**config.mk**
```make
export PLATFORM = sky130hd
export DESIGN_NAME = smbus_pointer_alert_slave
export DESIGN_NICKNAME = d
export VERILOG_FILES = /design/src/hw/smbus_alert_pkg.sv /design/src/hw/smbus_pointer_alert_slave.sv /design/src/hw/pin_sync.sv
export SDC_FILE = /design/constraint.sdc
export NUM_CORES = 1
export LEC_CHECK = 0
export ABC_CLOCK_PERIOD_IN_PS = 2500
export BUFFER_PORTS_ARGS = -buffer_cell sky130_fd_sc_hd__buf_2
export CAP_MARGIN = 20
export CORE_MARGIN = 5
export CORE_UTILIZATION = 55
export DETAILED_ROUTE_END_ITERATION = 10
export GPL_TIMING_DRIVEN = 0
export PLACE_DENSITY = 0.81
export SYNTH_ARGS = -nofsm -noshare
export SYNTH_HDL_FRONTEND = slang
export SYNTH_SLANG_ARGS = --single-unit
```
**constraint.sdc**
```tcl
create_clock -name clock -period 2.5 [get_ports clock]
set_clock_uncertainty 0.15 [all_clocks]
set_input_delay 0.375 -clock clock [delete_from_list [all_inputs] [get_ports clock]]
set_output_delay 0.375 -clock clock [all_outputs]
set_load 0.02 [all_outputs]
```
**src/hw/smbus_alert_pkg.sv**
```systemverilog
// constants and types of the pointer-based management-bus slave
// assumes a single 40 MHz clock and pads that resolve the bus pins to levels
package smbus_alert_pkg;
  localparam logic [6:0] BUS_QUERY_RESPONSE_ADDR = 7'h0C;
  localparam logic [7:0] UNREADABLE_BYTE = 8'hFF;
  localparam logic [7:0] POINTER_RESET = 8'h00;
  localparam logic [3:0] BITS_PER_BYTE = 4'h8;
  localparam logic [1:0] BYTE_POINTER = 2'h0;
  localparam logic [1:0] BYTE_DATA = 2'h1;
  localparam logic [1:0] STRAP_LOW = 2'h0;
  localparam logic [1:0] STRAP_OPEN = 2'h1;
  localparam logic [1:0] STRAP_HIGH = 2'h2;
  localparam int STRAP_LEVELS = 3;
  // edges after reset before the synchronised straps are valid
  localparam logic [1:0] STRAP_SETTLE = 2'h2;
  localparam logic [6:0] SLAVE_ADDR_TABLE [0:8] = '{
    7'h18, 7'h19, 7'h1A, 7'h29, 7'h2A, 7'h2B, 7'h4C, 7'h4D, 7'h4E
  };

  typedef enum logic [2:0] {
    ST_IDLE = 3'b000,
    ST_ADDR = 3'b001,
    ST_ADDR_ACK = 3'b010,
    ST_RX = 3'b011,
    ST_RX_ACK = 3'b100,
    ST_TX = 3'b101,
    ST_MASTER_ACK = 3'b110
  } bus_state_t;

  typedef struct packed {
    bus_state_t state;
    logic [3:0] bit_cnt;
    logic [7:0] shift;
    logic [7:0] tx;
    logic [1:0] byte_idx;
    logic is_read;
    logic is_query;
    logic sda_oe;
    logic [7:0] pointer;
    logic reg_wr;
    logic [7:0] wr_data;
    logic alert_oe;
    logic [6:0] own_addr;
    logic addr_taken;
    logic [1:0] strap_wait;
    logic scl_d;
    logic sda_d;
  } slave_state_t;
endpackage : smbus_alert_pkg

```
**src/hw/smbus_pointer_alert_slave.sv**
```systemverilog
// management-bus slave front end: pointer access, out-of-range alert, query answer
// assumes a register file on the same clock that answers rd_data/rd_ok combinationally
`timescale 1ns/10ps
module smbus_pointer_alert_slave #(
  parameter int DATA_W = 8
) (
  input wire logic clock,
  input wire logic rst_n,
  input wire logic scl_in,
  input wire logic serial_line_data_in,
  output logic serial_line_data_out,
  output logic serial_line_data_oe,
  input wire logic [1:0] slave_id_strap0,
  input wire logic [1:0] slave_id_strap1,
  output logic [7:0] pointer,
  input wire logic [7:0] rd_data,
  input wire logic rd_ok,
  output logic reg_wr,
  output logic [7:0] wr_data,
  input wire logic signed [DATA_W-1:0] local_temp,
  input wire logic signed [DATA_W-1:0] remote_temp,
  input wire logic signed [DATA_W-1:0] local_high,
  input wire logic signed [DATA_W-1:0] local_low,
  input wire logic signed [DATA_W-1:0] remote_high,
  input wire logic signed [DATA_W-1:0] remote_low,
  input wire logic remote_open,
  output logic alert_out,
  output logic alert_oe,
  output logic [6:0] own_addr
);
  smbus_alert_pkg::slave_state_t cur;
  smbus_alert_pkg::slave_state_t next_cur;
  logic [5:0] pins;
  logic scl;
  logic sda;
  logic [1:0] strap0;
  logic [1:0] strap1;
  logic scl_rise;
  logic scl_fall;
  logic start_seen;
  logic stop_seen;
  logic out_of_range;
  logic query_done;
  logic pointer_load;
  logic [7:0] rx_byte;

  pin_sync #(.WIDTH(6)) u_sync (
    .clock(clock),
    .rst_n(rst_n),
    .async_in({scl_in, serial_line_data_in, slave_id_strap0, slave_id_strap1}),
    .sync_out(pins)
  );
  assign {scl, sda, strap0, strap1} = pins;

  // an undriven code counts as open
  function automatic logic [1:0] strap_level(input logic [1:0] code);
    strap_level = (code == smbus_alert_pkg::STRAP_HIGH) ? 2'h2 :
                  (code == smbus_alert_pkg::STRAP_LOW) ? 2'h0 : 2'h1;
  endfunction : strap_level

  function automatic logic [6:0] strap_addr(input logic [1:0] s0, input logic [1:0] s1);
    logic [3:0] idx;
    idx = 4'(strap_level(s0) * smbus_alert_pkg::STRAP_LEVELS) + 4'(strap_level(s1));
    strap_addr = smbus_alert_pkg::SLAVE_ADDR_TABLE[idx];
  endfunction : strap_addr

  assign scl_rise = scl && !cur.scl_d;
  assign scl_fall = !scl && cur.scl_d;
  assign start_seen = scl && cur.scl_d && cur.sda_d && !sda;
  assign stop_seen = scl && cur.scl_d && !cur.sda_d && sda;
  assign rx_byte = cur.shift;

  assign out_of_range = (local_temp > local_high) || (local_temp < local_low) ||
                        (remote_temp > remote_high) || (remote_temp < remote_low);
  assign query_done = (cur.state == smbus_alert_pkg::ST_MASTER_ACK) && scl_rise && cur.is_query;
  assign pointer_load = (cur.state == smbus_alert_pkg::ST_RX) && scl_fall &&
                        (cur.bit_cnt == smbus_alert_pkg::BITS_PER_BYTE) &&
                        (cur.byte_idx == smbus_alert_pkg::BYTE_POINTER);

  always_comb begin
    next_cur = cur;
    next_cur.scl_d = scl;
    next_cur.sda_d = sda;
    next_cur.reg_wr = 1'b0;
    // capture after sync
    // synchroniser still shows its reset value for two edges
    if (!cur.addr_taken) begin
      if (cur.strap_wait == smbus_alert_pkg::STRAP_SETTLE) begin
        next_cur.own_addr = strap_addr(strap0, strap1);
        next_cur.addr_taken = 1'b1;
      end else begin
        next_cur.strap_wait = cur.strap_wait + 2'h1;
      end
    end
    // sink-only alert; new event beats the query release
    if (out_of_range || remote_open) begin
      next_cur.alert_oe = 1'b1;
    end else if (query_done) begin
      next_cur.alert_oe = 1'b0;
    end
    if (scl_rise && cur.state != smbus_alert_pkg::ST_TX) begin
      next_cur.shift = {cur.shift[6:0], sda};
    end
    case (cur.state)
      smbus_alert_pkg::ST_IDLE: begin
        next_cur.sda_oe = 1'b0;
      end
      smbus_alert_pkg::ST_ADDR: begin
        if (scl_rise) begin
          next_cur.bit_cnt = cur.bit_cnt + 4'h1;
        end
        if (scl_fall && cur.bit_cnt == smbus_alert_pkg::BITS_PER_BYTE) begin
          next_cur.is_read = rx_byte[0];
          next_cur.is_query = 1'b0;
          if (cur.addr_taken && rx_byte[7:1] == cur.own_addr &&
              cur.own_addr != smbus_alert_pkg::BUS_QUERY_RESPONSE_ADDR) begin
            next_cur.sda_oe = 1'b1;
            next_cur.state = smbus_alert_pkg::ST_ADDR_ACK;
          // query answered only with alert held
          end else if (rx_byte == {smbus_alert_pkg::BUS_QUERY_RESPONSE_ADDR, 1'b1} &&
                       cur.alert_oe) begin
            next_cur.is_query = 1'b1;
            next_cur.sda_oe = 1'b1;
            next_cur.state = smbus_alert_pkg::ST_ADDR_ACK;
          end else begin
            next_cur.state = smbus_alert_pkg::ST_IDLE;
          end
        end
      end
      smbus_alert_pkg::ST_ADDR_ACK: begin
        if (scl_fall) begin
          next_cur.bit_cnt = 4'h0;
          next_cur.byte_idx = smbus_alert_pkg::BYTE_POINTER;
          if (cur.is_read) begin
            if (cur.is_query) begin
              next_cur.tx = {cur.own_addr, 1'b0};
            end else if (rd_ok) begin
              next_cur.tx = rd_data;
            end else begin
              next_cur.tx = smbus_alert_pkg::UNREADABLE_BYTE;
            end
            next_cur.sda_oe = !next_cur.tx[7];
            next_cur.state = smbus_alert_pkg::ST_TX;
          end else begin
            next_cur.sda_oe = 1'b0;
            next_cur.state = smbus_alert_pkg::ST_RX;
          end
        end
      end
      smbus_alert_pkg::ST_RX: begin
        if (scl_rise) begin
          next_cur.bit_cnt = cur.bit_cnt + 4'h1;
        end
        if (scl_fall && cur.bit_cnt == smbus_alert_pkg::BITS_PER_BYTE) begin
          if (cur.byte_idx == smbus_alert_pkg::BYTE_POINTER) begin
            next_cur.pointer = rx_byte;
            next_cur.sda_oe = 1'b1;
            next_cur.state = smbus_alert_pkg::ST_RX_ACK;
          end else if (cur.byte_idx == smbus_alert_pkg::BYTE_DATA) begin
            next_cur.wr_data = rx_byte;
            next_cur.reg_wr = 1'b1;
            next_cur.sda_oe = 1'b1;
            next_cur.state = smbus_alert_pkg::ST_RX_ACK;
          end else begin
            next_cur.state = smbus_alert_pkg::ST_IDLE;
          end
        end
      end
      smbus_alert_pkg::ST_RX_ACK: begin
        if (scl_fall) begin
          next_cur.sda_oe = 1'b0;
          next_cur.bit_cnt = 4'h0;
          next_cur.byte_idx = cur.byte_idx + 2'h1;
          next_cur.state = smbus_alert_pkg::ST_RX;
        end
      end
      smbus_alert_pkg::ST_TX: begin
        if (scl_fall) begin
          next_cur.bit_cnt = cur.bit_cnt + 4'h1;
          next_cur.tx = {cur.tx[6:0], 1'b1};
          next_cur.sda_oe = !cur.tx[6];
          if (cur.bit_cnt == smbus_alert_pkg::BITS_PER_BYTE - 4'h1) begin
            next_cur.sda_oe = 1'b0;
            next_cur.state = smbus_alert_pkg::ST_MASTER_ACK;
          end
        end
      end
      smbus_alert_pkg::ST_MASTER_ACK: begin
        if (scl_rise) begin
          next_cur.state = smbus_alert_pkg::ST_IDLE;
        end
      end
      default: begin
        next_cur.state = smbus_alert_pkg::ST_IDLE;
        next_cur.sda_oe = 1'b0;
      end
    endcase
    if (start_seen) begin
      next_cur.state = smbus_alert_pkg::ST_ADDR;
      next_cur.bit_cnt = 4'h0;
      next_cur.sda_oe = 1'b0;
    end else if (stop_seen) begin
      next_cur.state = smbus_alert_pkg::ST_IDLE;
      next_cur.sda_oe = 1'b0;
    end
  end

  always_ff @(posedge clock or negedge rst_n) begin
    if (!rst_n) begin
      cur <= '{state: smbus_alert_pkg::ST_IDLE, pointer: smbus_alert_pkg::POINTER_RESET,
               tx: smbus_alert_pkg::UNREADABLE_BYTE, scl_d: 1'b1, sda_d: 1'b1, default: '0};
    end else begin
      cur <= next_cur;
    end
  end

  // sink only, wire-and
  // open drain: data pins only ever carry low
  assign serial_line_data_out = 1'b0;
  assign alert_out = 1'b0;
  assign serial_line_data_oe = cur.sda_oe;
  assign alert_oe = cur.alert_oe;
  assign pointer = cur.pointer;
  assign reg_wr = cur.reg_wr;
  assign wr_data = cur.wr_data;
  assign own_addr = cur.own_addr;
endmodule : smbus_pointer_alert_slave

```
**src/hw/pin_sync.sv**
```systemverilog
// two-stage synchroniser for asynchronous pin levels
// assumes the inputs are quasi-static compared with the clock
`timescale 1ns/10ps
module pin_sync #(
  parameter int WIDTH = 1
) (
  input wire logic clock,
  input wire logic rst_n,
  input wire logic [WIDTH-1:0] async_in,
  output logic [WIDTH-1:0] sync_out
);
  logic [WIDTH-1:0] stage1;

  // first stage feeds only the second
  always_ff @(posedge clock or negedge rst_n) begin
    if (!rst_n) begin
      stage1 <= '0;
      sync_out <= '0;
    end else begin
      stage1 <= async_in;
      sync_out <= stage1;
    end
  end
endmodule : pin_sync

```
# [Word-level counts from Yosys, hierarchy flattened]
# Memory sizes are Yosys's and may differ from the RTL's. A register that Yosys moved wholly into a read port is not among the register bits.
# Cells that the tools add are included.
# W data, S select, Z words.
[totals] reg_bits=62 mem_bits_ro=112 out_inout_bits=28 wordCells=168 memories=1
[mem_list] memory="(no name shown)" words=16 word_bits=7 read_ports=1 rd_ports_with_merged_regs=1 write_ports=0 line_no="smbus_pointer_alert_slave.sv:64" rtl="strap_addr = smbus_alert_pkg::SLAVE_ADDR_TABLE[idx];"
[classes] addsub=4 n_mul=1 order_cmp=4 eq_ne=35 mux=57 bitwise_logic=4 n_reduce_logical=44
[op_table] op="$mux W8" n=6
[op_table] op="$mux W9" n=4
[op_table] op="$mux W7" n=5
[op_table] op="$mux W3" n=11
[op_table] op="$ne A4 B4 Y1 const B" n=6
[op_table] op="$pmux W3 S7" n=1
[op_table] op="$mux W18" n=1
[op_table] op="$ne A3 B3 Y1 const B" n=6
[op_table] op="$mux W1" n=17
[op_table] op="$gt A8 B8 Y1" n=2
[op_table] op="$lt A8 B8 Y1" n=2
[op_table] op="$pmux W4 S4" n=1
[op_table] op="$reduce_and A8 Y1" n=2
[op_table] op="$logic_and A1 B1 Y1" n=14
[op_table] op="$pmux W7 S2" n=1
[op_table] op="$mux W2" n=6
[op_table] op="$eq A3 B3 Y1 const B" n=3
[op_table] op="$eq A8 B5 Y1 const B" n=1
[op_table] op="$mux W4" n=2
[op_table] op="$ne A2 B2 Y1 const B" n=4
[op_table] op="$reduce_and A4 Y1" n=2
[op_table] op="$eq A7 B7 Y1" n=1
[op_table] op="$logic_not A1 Y1" n=7
[op_table] op="$ne A7 B4 Y1 const B" n=1
[op_table] op="27 further kinds" n=43

# [Depth between registers and ports, before layout]
[depth] depth_word=11 ltp_mapped=8

# [Modules after synthesis]
# A second synthesis with hierarchy kept.
[hier_totals] hier_cells=422 area_unflattened_um2=4207.8
[by_module_without_submodules] mod="smbus_pointer_alert_slave" instances=1 cells_per_inst=410 area_per_inst_um2=3907.5 seq_area_each_um2=1412.6
[by_module_without_submodules] mod="pin_sync" instances=1 cells_per_inst=12 area_per_inst_um2=300.3 seq_area_each_um2=300.3

# [Worst setup path before layout]
# OpenSTA, ideal clock, no wires.
[synth_path] kind="reg-to-reg" startpoint="register u_sync.sync_out[2]" endpoint="register own_addr[5] (netlist name)" arrival_ns=1.821 slack_ns=0.446 path_stages_with_launch=9 path_buffers=0 cell_sequence="dfrtp_1 or2_2 ha_1 ha_1 xor2_1 nor3_1 a21oi_1 o22a_1 o21ai_0"
[synth_between] elab_chain_len=6
[synth_rtl] element="start, declared" line_no="pin_sync.sv:10" rtl="output logic [WIDTH-1:0] sync_out"
[synth_rtl] element="start signal, assigned" line_no="pin_sync.sv:21" rtl="sync_out <= stage1;"
[synth_rtl] element="$logic_not A2 Y1" line_no="smbus_pointer_alert_slave.sv:58" rtl="(code == smbus_alert_pkg::STRAP_LOW) ? 2'h0 : 2'h1;"
[synth_rtl] element="$mux W1" line_no="smbus_pointer_alert_slave.sv:58"
[synth_rtl] element="$mux W2 *" line_no="smbus_pointer_alert_slave.sv:57" rtl="strap_level = (code == smbus_alert_pkg::STRAP_HIGH) ? 2'h2 :"
[synth_rtl] element="$mul A2 B2 Y4 *" line_no="smbus_pointer_alert_slave.sv:63" rtl="idx = 4'(strap_level(s0) * smbus_alert_pkg::STRAP_LEVELS) + 4'(strap_level(s1));"
[synth_rtl] element="$add A4 B2 Y4 *" line_no="smbus_pointer_alert_slave.sv:63"
[synth_rtl] element="$not A4 Y5 (not written as such) *" line_no="smbus_pointer_alert_slave.sv:64"
# Every way passes the cells marked *; elsewhere a longest branch is shown, timed or not.
# A chain may end at the register's enable or synchronous reset.

# [Worst setup path after layout]
[layout_path] startpoint="register u_sync.sync_out[2]" endpoint="register own_addr[5] (netlist name)"
[layout_between] elab_chain_len=6
[layout_rtl] element="$logic_not A2 Y1" line_no="smbus_pointer_alert_slave.sv:58"
[layout_rtl] element="$mux W1" line_no="smbus_pointer_alert_slave.sv:58"
[layout_rtl] element="$mux W2 *" line_no="smbus_pointer_alert_slave.sv:57"
[layout_rtl] element="$mul A2 B2 Y4 *" line_no="smbus_pointer_alert_slave.sv:63"
[layout_rtl] element="$add A4 B2 Y4 *" line_no="smbus_pointer_alert_slave.sv:63"
[layout_rtl] element="$not A4 Y5 (not written as such) *" line_no="smbus_pointer_alert_slave.sv:64"
# Marked as above.

==> out/results.ini <==
[outcome]
status=finished, final reports clean

[logic_synthesis]
synth_simple_gate_area_share_pct=13.9
ys_async_sr_fraction_pct=100
synthAdderAreaFrac_pct=11.2
synth_top_family_by_area=simple AND/OR/NAND/NOR gates
synth_warnings=0
ys_types=61
synthXorXnorAreaFrac_pct=2.06
synth_mux_area_share_pct=8.58
yosysSeqAreaShare_pct=40.2
synth-seq-cells=68
synth-compound-area-share_pct=13.5
syn_avg_cell_area_um2=9.95
synth_top_flop_cell=dfrtp_1
syn_inst=428
syn-cell-area_um2=4260
synth_edf_count=0

[timing]
tightest_slew_ps=828
slew-limit-headroom_pct=44.8
drv_slew=0
hold_violations=0
timing.final.ws_setup_ps=262
min_period_over_period_pct=89.5
period_minus_slack_ps=2240
fmax_mhz=447
setup_viol=0
tns_ps=0
rsz0062_at_grt=no

[clock_network]
cts_sinks=68
cts_resized=0
postCtsSetupRepairBufs=0
clk_latency_ps=340
path_clk_slew_ps=70
clockRootBuffer=clkbuf_8
clockBufferDepth=2
htreeDepth=3
cts_buffers=9
cts_tree=yes
ctsHoldBuffers=7

[cells_and_area]
final_cell_mix=buf_2 (93), dfrtp_1 (59), inv_1 (47), ha_1 (38), nand2_1 (35)
diodes=0
layout_commonest_cell=buf_2
fin_cells=645
nets=642
drive_above_1_share_pct=33.7
fin_area_um2=5160
syn_to_final_growth_pct=21.2

[global_routing]
grt_max_degree=69
grt-busiest-layer=met2
met3_usage_pct=4.36
grt-ovfl-total=0
first_global_vias=3646
grtUsageMet2_pct=34.1
antenna_found_initial=0
grt_use_total_pct=20.3
grt_pass1_wl_mm=16.1
use_met1_pct=25.3

[pwr]
peakVddDrop_v=0.000334
p_leak_nw=2.73
powerDensity_nw_per_um2=705
p_total_mw=3.64

[setup_path]
worstPathArrival_ps=2340
cpMaxStageDelayCell=dfrtp_1
slowest_delay_ps=410
rr_endpoint=own_addr[5]
cp_common_cell=ha_1
crit_type=flop to flop
startpoint_type=flop
rrSetupSlack_ps=260
end_kind=flop
ff2ff_path_depth=8
required_ps=2610
worstPathCellList=or2_2, ha_1, ha_1, xor2_1, nor3_1, a21oi_1, o22a_1, o21ai_0
cp_max_fo=4
reg2reg_from=u_sync.sync_out[2]

[floorplan]
die_y_um=98.0
dieArea_um2=9600
io_pins=94
die_w_um=98.0
num_rows=32
coreArea_um2=7650
start_util_pct=55.7

[placed_design]
dp.cells=622
dpl.hpwl_mm=7.17
placed_area_um2=4850
port_buffers=91
routabilityCongestion=0.868
place_worst_setup_slack_ps=278

[routing]
via_per_inst=5.25
vias=3388
routed_wirelength_mm=9.17
first_iter_violations=168
first_pass_iters=4
post_drt_wl_per_cell_um=14.2
ant_nets=0
drc=0

[hold_path]
hold_end=u_sync.sync_out[0]
whs_path_depth=0
hp-start=u_sync.stage1[0]
hold_class=flop to flop

[job]
cap_violations=0

[cells in the mapped netlist, drive strengths merged (7+ instances only)]
cell type	count	area, um^2
nand2	35	131
nor2	13	48.8
inv	47	176
ha	38	475
o21ai	34	170
dfrtp	59	1480
clkbuf	8	30.0
a21o	8	60.1
nand2b	9	56.3
nand4	7	50.1
dfstp	9	236
mux2	28	345
buf	31	241
nor2b	10	70.1
xor2	8	70.1
a21oi	15	75.1
o22ai	9	56.3
[through the flow]
step / util, % / hold slack [ps]
detailed placement: 63.4 / 189
global placement: 63.4 / 183
global route: 67.5 / 213
floorplan: - / -70.6
CTS: 67.5 / 197
finish: 67.5 / 205
[area by class of cell]
type                    count  area, um^2
repair buffers             98         528
inverters                  47         176
multi-input cells         275        2100
well taps                 102         128
flip-flops and latches     68        1710
clock inverters             5         100
clock buffers              11         141
plain buffers              39         272
fillers                   603        2490
[where the power goes]
group | internal, mW | switching (mW)
Sequential | 1.31 | 0.184
Combinational | 0.469 | 0.586
Clock | 0.687 | 0.402
Total | 2.47 | 1.17
[flip-flops by register name, indices dropped and copies added (netlist names)]
signal	count
u_sync.stage1	6
alert_oe	1
serial_line_data_oe	1
rx_byte	8
pointer	8
cur	23
u_sync.sync_out	6
wr_data	8
reg_wr	1
own_addr	6
[worst max path at each step]
stage                             from          end  slack (ps)
finish              u_sync.sync_out[2]  own_addr[5]         260
global route        u_sync.sync_out[2]  own_addr[5]         130
CTS                 u_sync.sync_out[2]  own_addr[5]         260
detailed placement  u_sync.sync_out[2]  own_addr[5]         280
global placement               cur[51]   wr_data[6]         330
floorplan           u_sync.sync_out[2]  own_addr[5]         450
[cells by family (layout without fill, tap and decap cells)]
family | after synthesis | count (layout)
mux | 30 | 30
other cells | 1 | 2
flops | 68 | 68
xor+xnor | 10 | 10
fa+ha+maj | 38 | 38
buf+inv | 86 | 200
compound gates | 92 | 92
simple gates | 103 | 103
[critical path, delay by kind of cell (launching register included)]
family	cells	cell delay, ps
fa+ha+maj	2	500
simple gates	2	490
compound gates	3	440
flops	1	410
xor+xnor	1	170
[per-layer routing]
metal  part of all wire (%)  wire length [um]
met1                     43              3940
met2                     50              4610
met3                    5.1               468
met4                    1.7               153
met5                      0                 0
(Power assumes the default switching activity.)
